<file path="src/hw/bmbc_pkg.sv">
/*
  Package for the buffered memory bridge configuration block: register map,
  field positions, reset values and encodings.
  Assumes a 32-bit AXI4-Lite register bus and 32-bit memory addresses.
*/
package bmbc_pkg;
  // ==========================================================================
  // Register offsets (byte addresses)
  localparam logic [7:0] BMBC_WTO_OFF = 8'h00;
  localparam logic [7:0] BMBC_UWB_OFF = 8'h04;
  localparam logic [7:0] BMBC_UWS_OFF = 8'h08;
  localparam logic [7:0] BMBC_CFG_OFF = 8'h0C;
  localparam logic [7:0] BMBC_DEA_OFF = 8'h10;
  localparam logic [7:0] BMBC_SEA_OFF = 8'h14;
  localparam logic [7:0] BMBC_BEM_OFF = 8'h18;
  localparam logic [7:0] BMBC_BDD_OFF = 8'h1C;
  localparam logic [7:0] BMBC_EXS_OFF = 8'h20;
  localparam logic [7:0] BMBC_MSK_OFF = 8'h24;
  // ==========================================================================
  // Reset values and window size codes
  localparam logic [9:0] BMBC_WTO_RST = 10'h3FF;
  localparam logic [15:0] BMBC_UWB_RST = 16'hA000;
  localparam logic [3:0] BMBC_UWS_RST = 4'h0;
  localparam logic [3:0] BMBC_UWS_NONE = 4'hF;
  localparam logic [3:0] BMBC_UWS_MAX = 4'hE;
  localparam logic [4:0] BMBC_CFG_RST = 5'h0F;
  // ==========================================================================
  // Bridge configuration fields
  localparam int BMBC_CFG_DMA_WEN = 0;
  localparam int BMBC_CFG_DMA_REN = 1;
  localparam int BMBC_CFG_SW_WEN = 2;
  localparam int BMBC_CFG_SW_REN = 3;
  localparam int BMBC_CFG_BURST16 = 4;
  // External status bits
  localparam int BMBC_EXS_DMA_ERR = 0;
  localparam int BMBC_EXS_SW_ERR = 1;
  localparam int BMBC_EXS_FLUSH = 2;
  localparam int BMBC_EXS_W = 3;
  // Burst lengths in 32-bit words
  localparam logic [3:0] BMBC_BURST32_WORDS = 4'h8;
  localparam logic [3:0] BMBC_BURST16_WORDS = 4'h4;
  // AXI responses
  localparam logic [1:0] BMBC_RESP_OKAY = 2'h0;
  localparam logic [1:0] BMBC_RESP_SLVERR = 2'h2;
endpackage : bmbc_pkg

</file>
<file path="src/hw/bmbc_cfg_if.sv">
/*
  Configuration bundle between the register file and the window decoder.
  Assumes both ends on REF_CLK_I.
*/
`timescale 1ns/10ps
`default_nettype none
interface bmbc_cfg_if;
  logic [15:0] win_base;
  logic [3:0] win_size;
  logic [31:0] addr;
  logic unbuffered;
  modport regs (output win_base, output win_size, output addr, input unbuffered);
  modport dec (input win_base, input win_size, input addr, output unbuffered);
endinterface : bmbc_cfg_if
`default_nettype wire

</file>
<file path="src/hw/bmbc_window.sv">
/*
  Unbuffered window decoder: classes an address as inside the window.
  Assumes size codes 0..14 select 64 KB << code, code 15 means none.
*/
`timescale 1ns/10ps
`default_nettype none
module bmbc_window
  import bmbc_pkg::*;
(
  bmbc_cfg_if.dec cfg
);
  // ==========================================================================
  // Window compare
  wire [31:0] base_addr = {cfg.win_base, 16'h0000};
  wire [32:0] span = 33'h000010000 << cfg.win_size;
  wire [32:0] top_addr = {1'b0, base_addr} + span;
  wire size_ok = (cfg.win_size <= BMBC_UWS_MAX);
  // In window when base <= addr < base + size; none disables it
  assign cfg.unbuffered = size_ok && (cfg.addr >= base_addr) &&
    ({1'b0, cfg.addr} < top_addr);
endmodule : bmbc_window
`default_nettype wire

</file>
<file path="src/hw/bmbc_top.sv">
/*
  Buffered memory bridge configuration: AXI4-Lite registers, write-combine
  timeout, unbuffered window, per-master buffer enables, burst size,
  single-to-burst conversion for the fast DMA master, status and interrupt.
  Assumes one 100 MHz clock, synchronous active-high reset, and that the
  memory side accepts one burst request at a time.
*/
// Decided for this implementation: the register offsets and the AXI4-Lite interface to the registers.
// Overview of operation
// The write timeout start value is a 10-bit register that resets to 3FF.
// Software must load a nonzero timeout when it wants write combining.
// Window size selects 64 KB to 1 GB or none, and resets to 64 KB.
// Window base is a 16-bit upper address field resetting to A000.
// By default A0000000 up to but not including A0010000 is unbuffered.
// Each master has write and read buffer enables, set at reset, else bypass; only the DMA bits act, SW bits 2 and 3 are stored only.
// Burst length is 32 or 16 bytes.
// Buffered single transfers of the DMA master become bursts to memory.
// Read-only status shows both error addresses, buffer empty, disable done.
// The external status register clears a bit on a written one.
// The timeout loads on the first buffered write, counts down, flushes at 0.
// A write hitting the buffer tag merges into its addressed byte lanes; a hit in the cycle the timer is 0 is acknowledged but not merged.
// Accesses inside the unbuffered window bypass the buffers.
// A read hitting a pending write tag stalls until the flush completes.
// Unbuffered means base <= address < base plus size, never with none.
// Reset restores every configuration value to its default.
`timescale 1ns/10ps
`default_nettype none
module bmbc_top
  import bmbc_pkg::*;
#(
  parameter int TMR_W = 10
) (
  input wire logic REF_CLK_I,
  input wire logic RST_I,
  // AXI4-Lite slave
  input wire logic [7:0] S_AWADDR_I,
  input wire logic S_AWVALID_I,
  output logic S_AWREADY_O,
  input wire logic [31:0] S_WDATA_I,
  input wire logic [3:0] S_WSTRB_I,
  input wire logic S_WVALID_I,
  output logic S_WREADY_O,
  output logic [1:0] S_BRESP_O,
  output logic S_BVALID_O,
  input wire logic S_BREADY_I,
  input wire logic [7:0] S_ARADDR_I,
  input wire logic S_ARVALID_I,
  output logic S_ARREADY_O,
  output logic [31:0] S_RDATA_O,
  output logic [1:0] S_RRESP_O,
  output logic S_RVALID_O,
  input wire logic S_RREADY_I,
  // Fast DMA master request side
  input wire logic DMA_REQ_I,
  input wire logic DMA_WRITE_I,
  input wire logic [31:0] DMA_ADDR_I,
  input wire logic [31:0] DMA_WDATA_I,
  input wire logic [3:0] DMA_STRB_I,
  output logic DMA_READY_O,
  input wire logic DMA_ERR_I,
  input wire logic SW_ERR_I,
  input wire logic [31:0] SW_ADDR_I,
  input wire logic SW_DISABLE_DONE_I,
  // Memory side request
  output logic MEM_REQ_O,
  output logic MEM_WRITE_O,
  output logic [31:0] MEM_ADDR_O,
  output logic [3:0] MEM_LEN_O,
  output logic [255:0] MEM_WDATA_O,
  output logic [31:0] MEM_STRB_O,
  input wire logic MEM_ACK_I,
  output logic IRQ_O
);
  // ==========================================================================
  // Configuration registers
  logic [9:0] wto_r;
  logic [15:0] uwb_r;
  logic [3:0] uws_r;
  logic [4:0] cfg_r;
  logic [BMBC_EXS_W-1:0] exs_r, msk_r;
  logic [31:0] dea_r, sea_r;
  // Write combine buffer state
  logic [31:0] tag_r;
  logic [255:0] data_r;
  logic [31:0] strb_r;
  logic valid_r;
  logic [TMR_W-1:0] tmr_r;
  logic flush_r;
  logic flush_pend_r;
  // Bus slave state
  logic aw_got_r, w_got_r, bvalid_r, rvalid_r;
  logic [7:0] awaddr_r;
  logic [31:0] wdata_r, rdata_r;
  logic [3:0] wstrb_r;
  logic [1:0] rresp_r, bresp_r;
  bmbc_cfg_if cfg_bus ();
  bmbc_window u_window (.cfg(cfg_bus.dec));
  assign cfg_bus.win_base = uwb_r;
  assign cfg_bus.win_size = uws_r;
  assign cfg_bus.addr = DMA_ADDR_I;
  // ==========================================================================
  // Register write path
  wire do_wr = aw_got_r && w_got_r && !bvalid_r;
  wire wr_known = (awaddr_r == BMBC_WTO_OFF) || (awaddr_r == BMBC_UWB_OFF) ||
    (awaddr_r == BMBC_UWS_OFF) || (awaddr_r == BMBC_CFG_OFF) ||
    (awaddr_r == BMBC_EXS_OFF) || (awaddr_r == BMBC_MSK_OFF);
  wire wr_wto = do_wr && (awaddr_r == BMBC_WTO_OFF);
  wire wr_uwb = do_wr && (awaddr_r == BMBC_UWB_OFF);
  wire wr_uws = do_wr && (awaddr_r == BMBC_UWS_OFF);
  wire wr_cfg = do_wr && (awaddr_r == BMBC_CFG_OFF);
  wire wr_exs = do_wr && (awaddr_r == BMBC_EXS_OFF);
  wire wr_msk = do_wr && (awaddr_r == BMBC_MSK_OFF);
  assign S_AWREADY_O = !aw_got_r && !bvalid_r;
  assign S_WREADY_O = !w_got_r && !bvalid_r;
  assign S_BVALID_O = bvalid_r;
  assign S_BRESP_O = bresp_r;
  always_ff @(posedge REF_CLK_I) begin
    if (RST_I) begin
      aw_got_r <= 1'b0;
      w_got_r <= 1'b0;
      bvalid_r <= 1'b0;
      awaddr_r <= 8'h00;
      wdata_r <= 32'h00000000;
      wstrb_r <= 4'h0;
      bresp_r <= BMBC_RESP_OKAY;
    end else begin
      if (S_AWVALID_I && S_AWREADY_O) begin
        aw_got_r <= 1'b1;
        awaddr_r <= S_AWADDR_I;
      end
      if (S_WVALID_I && S_WREADY_O) begin
        w_got_r <= 1'b1;
        wdata_r <= S_WDATA_I;
        wstrb_r <= S_WSTRB_I;
      end
      if (do_wr) begin
        aw_got_r <= 1'b0;
        w_got_r <= 1'b0;
        bvalid_r <= 1'b1;
        bresp_r <= wr_known ? BMBC_RESP_OKAY : BMBC_RESP_SLVERR;
      end else if (bvalid_r && S_BREADY_I) begin
        bvalid_r <= 1'b0;
      end
    end
  end
  // Byte lanes enabled by the write strobes
  wire [31:0] wr_mask = {{8{wstrb_r[3]}}, {8{wstrb_r[2]}}, {8{wstrb_r[1]}}, {8{wstrb_r[0]}}};
  wire [31:0] wr_val = wdata_r & wr_mask;
  always_ff @(posedge REF_CLK_I) begin
    if (RST_I) begin
      wto_r <= BMBC_WTO_RST;
      uwb_r <= BMBC_UWB_RST;
      uws_r <= BMBC_UWS_RST;
      cfg_r <= BMBC_CFG_RST;
      msk_r <= '0;
    end else begin
      if (wr_wto && wstrb_r[0]) wto_r[7:0] <= wr_val[7:0];
      if (wr_wto && wstrb_r[1]) wto_r[9:8] <= wr_val[9:8];
      if (wr_uwb) uwb_r <= (uwb_r & ~wr_mask[15:0]) | wr_val[15:0];
      if (wr_uws && wstrb_r[0]) uws_r <= wr_val[3:0];
      if (wr_cfg && wstrb_r[0]) cfg_r <= wr_val[4:0];
      if (wr_msk && wstrb_r[0]) msk_r <= wr_val[BMBC_EXS_W-1:0];
    end
  end
  // ==========================================================================
  // Fast DMA master path and write combine buffer
  wire burst16 = cfg_r[BMBC_CFG_BURST16];
  wire [31:0] line_mask = burst16 ? 32'hFFFFFFF0 : 32'hFFFFFFE0;
  wire [31:0] line_addr = DMA_ADDR_I & line_mask;
  wire [2:0] word_idx = burst16 ? {1'b0, DMA_ADDR_I[3:2]} : DMA_ADDR_I[4:2];
  wire bypass = cfg_bus.unbuffered;
  wire wbuf_on = cfg_r[BMBC_CFG_DMA_WEN] && !bypass;
  wire rbuf_on = cfg_r[BMBC_CFG_DMA_REN] && !bypass;
  wire tag_hit = valid_r && (line_addr == tag_r);
  wire mem_busy = flush_pend_r;
  wire is_wr = DMA_REQ_I && DMA_WRITE_I;
  wire is_rd = DMA_REQ_I && !DMA_WRITE_I;
  wire rd_stall = is_rd && (tag_hit || flush_pend_r);
  wire wr_merge = is_wr && wbuf_on && (!valid_r || tag_hit) && !mem_busy;
  wire wr_direct = is_wr && !wbuf_on && !valid_r && !mem_busy;
  wire rd_go = is_rd && !rd_stall && !mem_busy;
  wire tmr_zero = valid_r && (tmr_r == '0);
  wire start_flush = valid_r && !flush_pend_r && (tmr_zero ||
    (is_wr && !tag_hit) || (is_rd && tag_hit));
  assign DMA_READY_O = (wr_merge || ((wr_direct || rd_go) && MEM_ACK_I));
  wire [31:0] strb_word = {28'h0000000, DMA_STRB_I} << {word_idx, 2'b00};
  wire [255:0] data_word = {224'h0, DMA_WDATA_I} << {word_idx, 5'b00000};
  wire [255:0] lane_bits;
  genvar g;
  generate
    for (g = 0; g < 32; g++) begin : g_lane
      assign lane_bits[g*8 +: 8] = {8{strb_word[g]}};
    end
  endgenerate
  always_ff @(posedge REF_CLK_I) begin
    if (RST_I) begin
      valid_r <= 1'b0;
      tag_r <= 32'h00000000;
      data_r <= '0;
      strb_r <= 32'h00000000;
      tmr_r <= '0;
      flush_pend_r <= 1'b0;
    end else begin
      if (start_flush) begin
        flush_pend_r <= 1'b1;
      end else if (flush_pend_r && MEM_ACK_I) begin
        flush_pend_r <= 1'b0;
        valid_r <= 1'b0;
        strb_r <= 32'h00000000;
        data_r <= '0;
      end else if (wr_merge) begin
        if (!valid_r) begin
          valid_r <= 1'b1;
          tag_r <= line_addr;
          tmr_r <= TMR_W'(wto_r);
        end
        data_r <= (data_r & ~lane_bits) | (data_word & lane_bits);
        strb_r <= strb_r | strb_word;
      end else if (valid_r && tmr_r != '0) begin
        tmr_r <= tmr_r - TMR_W'(1);
      end
    end
  end
  // ==========================================================================
  // Memory request mux
  always_comb begin
    MEM_REQ_O = 1'b0;
    MEM_WRITE_O = 1'b0;
    MEM_ADDR_O = DMA_ADDR_I;
    MEM_LEN_O = 4'h1;
    MEM_WDATA_O = data_word;
    MEM_STRB_O = strb_word;
    if (flush_pend_r) begin
      MEM_REQ_O = 1'b1;
      MEM_WRITE_O = 1'b1;
      MEM_ADDR_O = tag_r;
      MEM_LEN_O = burst16 ? BMBC_BURST16_WORDS : BMBC_BURST32_WORDS;
      MEM_WDATA_O = data_r;
      MEM_STRB_O = strb_r;
    end else if (wr_direct) begin
      MEM_REQ_O = 1'b1;
      MEM_WRITE_O = 1'b1;
    end else if (rd_go) begin
      MEM_REQ_O = 1'b1;
      MEM_ADDR_O = rbuf_on ? line_addr : DMA_ADDR_I;
      MEM_LEN_O = !rbuf_on ? 4'h1 : (burst16 ? BMBC_BURST16_WORDS :
        BMBC_BURST32_WORDS);
    end
  end
  // ==========================================================================
  // Status, error capture and interrupt
  wire [BMBC_EXS_W-1:0] exs_set = {flush_pend_r && MEM_ACK_I, SW_ERR_I, DMA_ERR_I};
  wire [BMBC_EXS_W-1:0] exs_clr = wr_exs && wstrb_r[0] ? wr_val[BMBC_EXS_W-1:0] : '0;
  always_ff @(posedge REF_CLK_I) begin
    if (RST_I) begin
      exs_r <= '0;
      dea_r <= 32'h00000000;
      sea_r <= 32'h00000000;
    end else begin
      exs_r <= (exs_r & ~exs_clr) | exs_set;
      if (DMA_ERR_I) dea_r <= DMA_ADDR_I;
      if (SW_ERR_I) sea_r <= SW_ADDR_I;
    end
  end
  assign IRQ_O = |(exs_r & msk_r);
  // ==========================================================================
  // Register read path
  logic [31:0] rd_mux;
  always_comb begin
    rd_mux = 32'h00000000;
    unique case (S_ARADDR_I)
      BMBC_WTO_OFF: rd_mux = {22'h000000, wto_r};
      BMBC_UWB_OFF: rd_mux = {16'h0000, uwb_r};
      BMBC_UWS_OFF: rd_mux = {28'h0000000, uws_r};
      BMBC_CFG_OFF: rd_mux = {27'h0000000, cfg_r};
      BMBC_DEA_OFF: rd_mux = dea_r;
      BMBC_SEA_OFF: rd_mux = sea_r;
      BMBC_BEM_OFF: rd_mux = {31'h00000000, !valid_r};
      BMBC_BDD_OFF: rd_mux = {30'h00000000, SW_DISABLE_DONE_I,
        !cfg_r[BMBC_CFG_DMA_WEN] && !valid_r};
      BMBC_EXS_OFF: rd_mux = {29'h00000000, exs_r};
      BMBC_MSK_OFF: rd_mux = {29'h00000000, msk_r};
      default: rd_mux = 32'h00000000;
    endcase
  end
  wire rd_known = (S_ARADDR_I[1:0] == 2'b00) && (S_ARADDR_I <= BMBC_MSK_OFF);
  assign S_ARREADY_O = !rvalid_r;
  assign S_RVALID_O = rvalid_r;
  assign S_RDATA_O = rdata_r;
  assign S_RRESP_O = rresp_r;
  always_ff @(posedge REF_CLK_I) begin
    if (RST_I) begin
      rvalid_r <= 1'b0;
      rdata_r <= 32'h00000000;
      rresp_r <= BMBC_RESP_OKAY;
    end else if (S_ARVALID_I && S_ARREADY_O) begin
      rvalid_r <= 1'b1;
      rdata_r <= rd_mux;
      rresp_r <= rd_known ? BMBC_RESP_OKAY : BMBC_RESP_SLVERR;
    end else if (rvalid_r && S_RREADY_I) begin
      rvalid_r <= 1'b0;
    end
  end
  // ==========================================================================
  // Assertions
  a_timer_reload: assert property (@(posedge REF_CLK_I) disable iff (RST_I)
    wr_merge && !valid_r && !start_flush |=> tmr_r == TMR_W'(wto_r))
    else $error("timer not loaded on first write");
  a_timer_count: assert property (@(posedge REF_CLK_I) disable iff (RST_I)
    valid_r && !flush_pend_r && tmr_r != '0 && !start_flush && !wr_merge
    |=> tmr_r == $past(tmr_r) - TMR_W'(1))
    else $error("timer not decrementing");
  a_zero_flush: assert property (@(posedge REF_CLK_I) disable iff (RST_I)
    tmr_zero && !flush_pend_r |=> MEM_REQ_O && MEM_WRITE_O)
    else $error("no flush at zero");
  a_read_stall: assert property (@(posedge REF_CLK_I) disable iff (RST_I)
    is_rd && tag_hit |-> !DMA_READY_O)
    else $error("read passed pending write");
  a_window_bypass: assert property (@(posedge REF_CLK_I) disable iff (RST_I)
    is_wr && bypass |-> !wr_merge)
    else $error("window write buffered");
  a_default_window: assert property (@(posedge REF_CLK_I) disable iff (RST_I)
    uwb_r == BMBC_UWB_RST && uws_r == BMBC_UWS_RST |->
    cfg_bus.unbuffered == (DMA_ADDR_I[31:16] == BMBC_UWB_RST))
    else $error("default window wrong");
  a_burst_len: assert property (@(posedge REF_CLK_I) disable iff (RST_I)
    flush_pend_r |-> MEM_LEN_O == (burst16 ? BMBC_BURST16_WORDS : BMBC_BURST32_WORDS))
    else $error("burst length wrong");
  a_w1c_clear: assert property (@(posedge REF_CLK_I) disable iff (RST_I)
    wr_exs && wstrb_r[0] && wr_val[0] && !DMA_ERR_I |=> !exs_r[0])
    else $error("status not cleared");
  a_reset_defaults: assert property (@(posedge REF_CLK_I)
    $past(RST_I) |-> wto_r == BMBC_WTO_RST && cfg_r == BMBC_CFG_RST && uwb_r == BMBC_UWB_RST)
    else $error("defaults not restored");
  c_flush: cover property (@(posedge REF_CLK_I) flush_pend_r && MEM_ACK_I);
  c_stall: cover property (@(posedge REF_CLK_I) rd_stall);
  c_bypass: cover property (@(posedge REF_CLK_I) is_wr && bypass);
endmodule : bmbc_top
`default_nettype wire

</file>
<file path="config.mk">
export PLATFORM = sky130hd
export DESIGN_NAME = bmbc_top
export DESIGN_NICKNAME = d
export VERILOG_FILES = /design/src/hw/bmbc_pkg.sv /design/src/hw/bmbc_cfg_if.sv /design/src/hw/bmbc_window.sv /design/src/hw/bmbc_top.sv
export SDC_FILE = /design/constraint.sdc
export NUM_CORES = 2
export LEC_CHECK = 0
export BUFFER_PORTS_ARGS = -buffer_cell sky130_fd_sc_hd__buf_2
export CAP_MARGIN = 10
export CELL_PAD_IN_SITES_DETAIL_PLACEMENT = 1
export CELL_PAD_IN_SITES_GLOBAL_PLACEMENT = 1
export CORE_MARGIN = 2
export CORE_UTILIZATION = 33
export DETAILED_ROUTE_END_ITERATION = 8
export GPL_TIMING_DRIVEN = 0
export PLACE_DENSITY_LB_ADDON = 0.05
export SKIP_LAST_GASP = 1
export SLEW_MARGIN = 10
export SYNTH_ARGS = -nofsm -noshare
export SYNTH_HDL_FRONTEND = slang
export SYNTH_SLANG_ARGS = --single-unit
</file>
<file path="constraint.sdc">
create_clock -name REF_CLK_I -period 7.7 [get_ports REF_CLK_I]
set_input_delay 1.925 -clock REF_CLK_I [delete_from_list [all_inputs] [get_ports REF_CLK_I]]
set_output_delay 1.925 -clock REF_CLK_I [all_outputs]
set_load 0.05 [all_outputs]
</file>
# == Word level (Yosys, flattened, before mapping) ==
# Cells that the tools add are included.
# totals
regBits,503
latch_bits,0
mem_bits_rw,0
mem_bits_ro,0
out_inout_bits,369
wordCells,189
n_memories,0
# op_classes
addsub,2
mul,0
n_div,0
n_lt_le_gt_ge,4
n_eq_ne,16
shift,3
mux,37
bitwise,17
reduce_logical,85
# ops
op,n
$mux 256,3
$and 256x256->256,2
$pmux 32 s10,1
$not 256->256,1
$or 256x256->256,1
$shl 32x8->256,1
$mux 32,7
$logic_and 1x1->1,47
$add 32x33->33,1
$lt 32x33->1,1
$shl 17x4->33 const A,1
$and 16x16->16,2
$and 32x32->32,1
$eq 32x32->1,1
$eq 8x4->1 const B,4
$eq 8x5->1 const B,4
$eq 8x6->1 const B,4
$ge 32x32->1,1
$or 32x32->32,1
$shl 4x5->32,1
$mux 10,3
$mux 4,5
$eq 8x3->1 const B,2
$logic_not 8->1,2
24 further kinds,67

# == Longest topological paths before layout ==
# logic_depth
word_depth,13
mapped_depth,22
mapped_depth_nobuf,19

# == By module ==
# Synthesis repeated with hierarchy kept, for this count alone.
# hier_totals
cells_unflattened,2704
hier_area_um2,23638.9
# by_module_without_submodules
module,n_inst,cells_per_inst,area_per_inst_um2,seq_area_each_um2
bmbc_top,1,2483,21972.3,9949.5
bmbc_window,1,221,1666.6,0.0

# == Worst setup path after synthesis ==
# No wires, ideal clock.
# synth_path
path_type,reg2out
start,register uws_r[3] (netlist: cfg_bus.win_size[3])
end,output port MEM_LEN_O[2]
arrival_ns,5.139
required_time_ns,5.775
path_slack_ns,0.636
path_stages_with_launch,20
cell_sequence,dfxtp_1 -> buf_2 -> nand2b_1 -> nor3_1 -> ha_1 -> a21oi_1 -> o21ai_0 -> o41ai_1 -> o21ai_0 -> o41ai_1 -> o2111ai_1 -> a21oi_1 -> xor2_1 -> ha_1 -> nand3_1 -> o31a_1 -> o31ai_2 -> and4b_1 -> nor2_1 -> nor2b_1
# synth_between
elab_chain_len,12
elab_cells_between_ends,17
classes_between,add/sub: 1; order compare: 2; shift: 1; mux: 4; reduce/logical: 9
# synth_lines
element,line,rtl
"start, declared",bmbc_top.sv:78,logic [3:0] uws_r;
"start signal, assigned",bmbc_top.sv:160,if (wr_uws && wstrb_r[0]) uws_r <= wr_val[3:0];
$shl 17x4->33,bmbc_window.sv:15,wire [32:0] span = 33'h000010000 << cfg.win_size;
$add 32x33->33,bmbc_window.sv:16,"wire [32:0] top_addr = {1'b0, base_addr} + span;"
$lt 32x33->1,bmbc_window.sv:20,"({1'b0, cfg.addr} < top_addr);"
$logic_and 1x1->1 *,bmbc_window.sv:19,assign cfg.unbuffered = size_ok && (cfg.addr >= base_addr) &&
$logic_not 1->1 *,"bmbc_top.sv:172, bmbc_top.sv:173",
$logic_and 1x1->1,bmbc_top.sv:172,wire wbuf_on = cfg_r[BMBC_CFG_DMA_WEN] && !bypass;
$logic_not 1->1,bmbc_top.sv:180,wire wr_direct = is_wr && !wbuf_on && !valid_r && !mem_busy;
$logic_and 1x1->1 (3 in a row),bmbc_top.sv:180,
$mux 4 *,bmbc_top.sv:240,end else if (wr_direct) begin
$mux 4 *,bmbc_top.sv:233,if (flush_pend_r) begin
"end, declared",bmbc_top.sv:68,"output logic [3:0] MEM_LEN_O,"
# Mark *: on every way between the ends. The rest lies on a longest branch, timed or not.

# == Worst setup path after layout ==
# layout_path
start,register uws_r[0] (netlist: cfg_bus.win_size[0])
end,output port MEM_ADDR_O[1]
# layout_between
elab_chain_len,12
elab_cells_between_ends,17
classes_between,add/sub: 1; order compare: 2; shift: 1; mux: 4; reduce/logical: 9
# layout_lines
element,line,rtl
$shl 17x4->33,bmbc_window.sv:15,
$add 32x33->33,bmbc_window.sv:16,
$lt 32x33->1,bmbc_window.sv:20,
$logic_and 1x1->1 *,bmbc_window.sv:19,
$logic_not 1->1 *,"bmbc_top.sv:172, bmbc_top.sv:173",
$logic_and 1x1->1,bmbc_top.sv:172,
$logic_not 1->1,bmbc_top.sv:180,
$logic_and 1x1->1 (3 in a row),bmbc_top.sv:180,
$mux 32 *,bmbc_top.sv:240,
$mux 32 *,bmbc_top.sv:233,
"end, declared",bmbc_top.sv:67,"output logic [31:0] MEM_ADDR_O,"
# Marked as above.

==> implementation parameters <==
Parameter                              Value

Placed design
  Placed insts    4431
  Detailed Place HPWL    100500 um
  Pre-CTS worst setup slack    -0.3614 ns
  Routability cong.    0.9100
  DP Area    28700 um^2
  Count of buffers from port buffering    a little over 500

Detailed routing
  Number of nets with antenna violations after routing    0
  DRC violation count after routing    0
  Vias per cell    5.549
  First drt pass iteration count    5
  Violation count after the first detailed-route iteration    approximately 1700
  Vias after detailed routing    between 20000 and 30000
  Detailed-route wire length    between 100000 and 150000 um
  Detailed-route wire length per cell    28.18 um

Critical path
  Cell-by-cell trace of the critical path    clkbuf_4 > nor4_1 > ha_1 > fa_1 > a211oi_2 > o211a_1 > o21ai_0 > o21a_1 > or3_1 > nand2_1 > ha_1 > a21oi_1 > o21ai_1 > nor4_2 > o31a_1 > o31ai_4 > and4b_2 > nor2_2 > and2_1 > buf_2
  Critical path endpoint category    output pin
  Worst reg-to-reg setup slack    1.61 ns
  Startpoint Class    flop
  Required time reported for the critical path endpoint    a little under 6 ns
  Slowest CP cell    sky130_fd_sc_hd__fa_1
  Arrival time of the worst setup path    ~5.5 ns
  Kind of critical path    reg2out
  Maximum cell stage delay along the critical path    0.43 ns
  Worst-path maximum fanout    9
  Crit-path most repeated cell    sky130_fd_sc_hd__ha_1

CTS
  TritonCTS Buffers    between 50 and 60
  Clock Pin Slew Worst Setup and Hold Paths    roughly 0.060 ns
  Htree depth    2
  Clock root buffer    sky130_fd_sc_hd__clkbuf_16
  Clock tree sinks    497
  Clk_lat worst skew    between 0.6 and 0.7 ns
  Hold-fix buffers, CTS    0
  Clock tree from TritonCTS    yes
  Clock Path Buffers    3

Floorplanning
  Cell row count    100
  Core region area    about 75000 um^2
  IO Count    roughly 530
  Initial core utilization    0.3343
  Overall die height    278.8 um
  DIE AREA    roughly 78000 um^2
  Die extent in x    between 200 and 300 um

Outcome
  Result of the run    finished, final reports clean

STA
  Fmax achieved    about 130 MHz
  Final worst path period share    0.9666
  Count of final max-slew check failures    0
  TNS Setup    0 ns
  Minimum setup slack in the final design    approximately 0.26 ns
  Transition time at the pin with the least slew margin    approximately 1.2 ns
  Final hold violation count    0
  Min Tclk post-route    around 7.4 ns
  Slew HR    0.1703
  Number of setup violations in the final report    0
  RSZ-0062 raised after global routing    false
  Clock skew    about 0.020 ns
  Worst-case hold slack    roughly 0.46 ns

Pwr
  Worst vdd rail ir drop    about 170 uV
  Combinational share of power    0.174
  Seq pwr share    0.380
  Leakage power of the design    12.70 nW
  Reported net switching power    between 2 and 2.5 mW
  Clock power share    0.446
  Post-layout power    between 7 and 8 mW
  Switching part of the total power    0.3099
  Cell area power density    between 200 and 250 nW/um^2
  Power Internal    slightly below 5 mW

Layout
  Area of all placed cells without fillers    around 31000 um^2
  Fill cell total of the finished layout    ~9000
  Highest-count cells in the layout ignoring fill and taps    sky130_fd_sc_hd__nand2_1 (665), sky130_fd_sc_hd__buf_2 (508), sky130_fd_sc_hd__dfxtp_1 (497)
  Filler-free cell count of the finished design    4547
  Fin nets    3742
  Layout overhead on the synthesized area    24.40%
  Most common library cell in the layout ignoring fill and taps    sky130_fd_sc_hd__nand2_1
  Post-layout utilization of the core    0.4159
  Share of final-layout standard cells stronger than drive strength 1    0.2016

Yosys
  Post-Synth Simple-Gate Area    0.2134
  Synthesized netlist cell count    a little under 3000
  Post-synthesis sequential area ratio    0.3991
  Count of yosys warnings during synthesis    0
  Proportion of register bits with asynchronous set or reset after synthesis    0
  Portion of synthesized cell area occupied by the leading cell type    0.3991
  Number of distinct library cells after synthesis    77
  Main combinational cell family by area after synthesis    simple AND/OR/NAND/NOR gates
  Leading post-synthesis cells by cell area    sky130_fd_sc_hd__dfxtp_1 (40%), sky130_fd_sc_hd__mux2i_1 (14%), sky130_fd_sc_hd__nand2_1 (10%)
  Most area-hungry cell type in the Yosys netlist    sky130_fd_sc_hd__dfxtp_1
  Fraction of synthesized cell area in xor and xnor cells    0.01405
  Top flip-flop cell by instance count after synthesis    sky130_fd_sc_hd__dfxtp_1
  Area share of fa/ha/maj cells after synthesis    0.02540
  Fraction of synthesized area in multiplexers    0.1524
  Synthesized-area fraction occupied by ao, oa, aoi and oai cells    0.1574
  Netlist area before placement    ~25000 um^2
  Avg Cell Area, Syn    between 8 and 9 um^2
  Seq cells post-synth    around 500
  Post-synth EDFFs    0

Flow run
  Maximum capacitance violations    0

Global route
  Global-route wire length before repair    about 180000 um
  Total global-route track usage    0.3187
  Antenna violations before repair    9
  Via count of the first global-routing pass    approximately 26000
  Pin count of the biggest net entering global routing    15
  Residual overflow from global routing    0

Min path
  Hold Path Class    reg2reg
==> area by class of cell <==
| class | instances | area [um^2] | share of cell area |
|---|---|---|---|
| sequential | 497 | 9950 | 0.3208 |
| antenna | 2 | 5.005 | 0.0001614 |
| timing repair buffer | 515 | 2599 | 0.08380 |
| clock buffer | 87 | 1774 | 0.05721 |
| clock inverter | 22 | 395.4 | 0.01275 |
| buffer | 200 | 828.3 | 0.02671 |
| inverter | 35 | 131.4 | 0.004236 |
| tap | 969 | 1212 | 0.03910 |
| multi-input combinational | 2220 | 14120 | 0.4552 |
==> timing repair <==
| item | 4_1_cts | 5_1_grt |
|---|---|---|
| pin swaps | 8 | 6 |
| setup endpoints to repair | 11 | 11 |
| gates resized for setup | 19 | 7 |
| buffers inserted | 4 | 1 |
==> critical path: cells and delay by family (launching register included) <==
| family | cells | cell delay, ns |
|---|---|---|
| buf+inv | 2 | 0.48 |
| simple gates | 7 | 1.68 |
| compound gates | 8 | 1.52 |
| flops | 1 | 0.30 |
| fa+ha+maj | 3 | 0.90 |
==> sequential cells by signal, indices dropped and copies added, names as in the netlist, named ones only <==
name	count
wto_r	10
aw_got_r	1
data_r	256
tmr_r	10
cfg_r	5
sea_r	32
cfg_bus.win_size	4
msk_r	3
S_RVALID_O	1
S_BRESP_O	1
awaddr_r	8
tag_r	28
dea_r	32
wstrb_r	2
flush_pend_r	1
exs_r	3
valid_r	1
S_RRESP_O	1
S_BVALID_O	1
wdata_r	16
strb_r	32
w_got_r	1
S_RDATA_O	32
==> logic make-up (layout without fill, tap and decap cells) <==
kind of cell	after synthesis	count (layout)
multiplexers	376	376
buffers and inverters	235	859
AND/OR/NAND/NOR	1156	1156
flip-flops	497	497
AO/OA/AOI/OAI	595	595
adder cells (fa/ha/maj)	50	50
other	1	5
XOR/XNOR	40	40
==> synth_stat cells (7+ instances only) <==
library cell / instances
sky130_fd_sc_hd__nor3b_1: 8
sky130_fd_sc_hd__a32o_1: 8
sky130_fd_sc_hd__nor2_1: 220
sky130_fd_sc_hd__o21a_1: 41
sky130_fd_sc_hd__ha_1: 49
sky130_fd_sc_hd__nand2_1: 665
sky130_fd_sc_hd__nand2b_1: 13
sky130_fd_sc_hd__or2_2: 11
sky130_fd_sc_hd__a21oi_1: 138
sky130_fd_sc_hd__and2_1: 7
sky130_fd_sc_hd__mux2_2: 26
sky130_fd_sc_hd__buf_1: 21
sky130_fd_sc_hd__a22o_1: 110
sky130_fd_sc_hd__clkbuf_1: 168
sky130_fd_sc_hd__o21ai_0: 171
sky130_fd_sc_hd__nor2b_1: 36
sky130_fd_sc_hd__nor2_4: 12
sky130_fd_sc_hd__o211ai_1: 11
sky130_fd_sc_hd__nor2_8: 20
sky130_fd_sc_hd__a211oi_1: 7
sky130_fd_sc_hd__xnor2_1: 17
sky130_fd_sc_hd__xor2_1: 23
sky130_fd_sc_hd__and3_1: 9
sky130_fd_sc_hd__nor3_1: 24
sky130_fd_sc_hd__a22oi_1: 32
sky130_fd_sc_hd__inv_1: 33
sky130_fd_sc_hd__nand3_1: 74
sky130_fd_sc_hd__nor4_1: 13
sky130_fd_sc_hd__nand4_1: 10
sky130_fd_sc_hd__dfxtp_1: 497
sky130_fd_sc_hd__o31ai_1: 19
sky130_fd_sc_hd__mux2i_1: 348
sky130_fd_sc_hd__a222oi_1: 7
==> per-layer routing <==
layer,track usage,share of wire,up-vias
met4,0.1413,0.048,8
met5,0,0.00041,-
li1,-,-,11464
met3,0.04518,0.048,221
met2,0.5777,0.50,833
met1,0.3717,0.40,12705
==> power groups by stage <==
| stage | registers [mW] | logic [mW] | clock network (mW) |
|---|---|---|---|
| after global placement | 2.73 | 1.19 | 0 |
| after global routing | 2.68 | 1.27 | 3.29 |
| after CTS | 2.68 | 1.21 | 3.19 |
| after detailed placement | 2.73 | 1.20 | 0 |
| after floorplan | 2.72 | 0.731 | 0 |
| final | 2.68 | 1.22 | 3.14 |
==> worst paths after layout <==
path,from,end,cells past startpoint
setup / recovery,cfg_bus.win_size[0],MEM_ADDR_O[1],20
hold / removal,data_r[49],data_r[49],2
setup reg to reg,cfg_bus.win_size[3],tag_r[6],21
hold reg to reg,data_r[49],data_r[49],2
(Power assumes the default switching activity.)
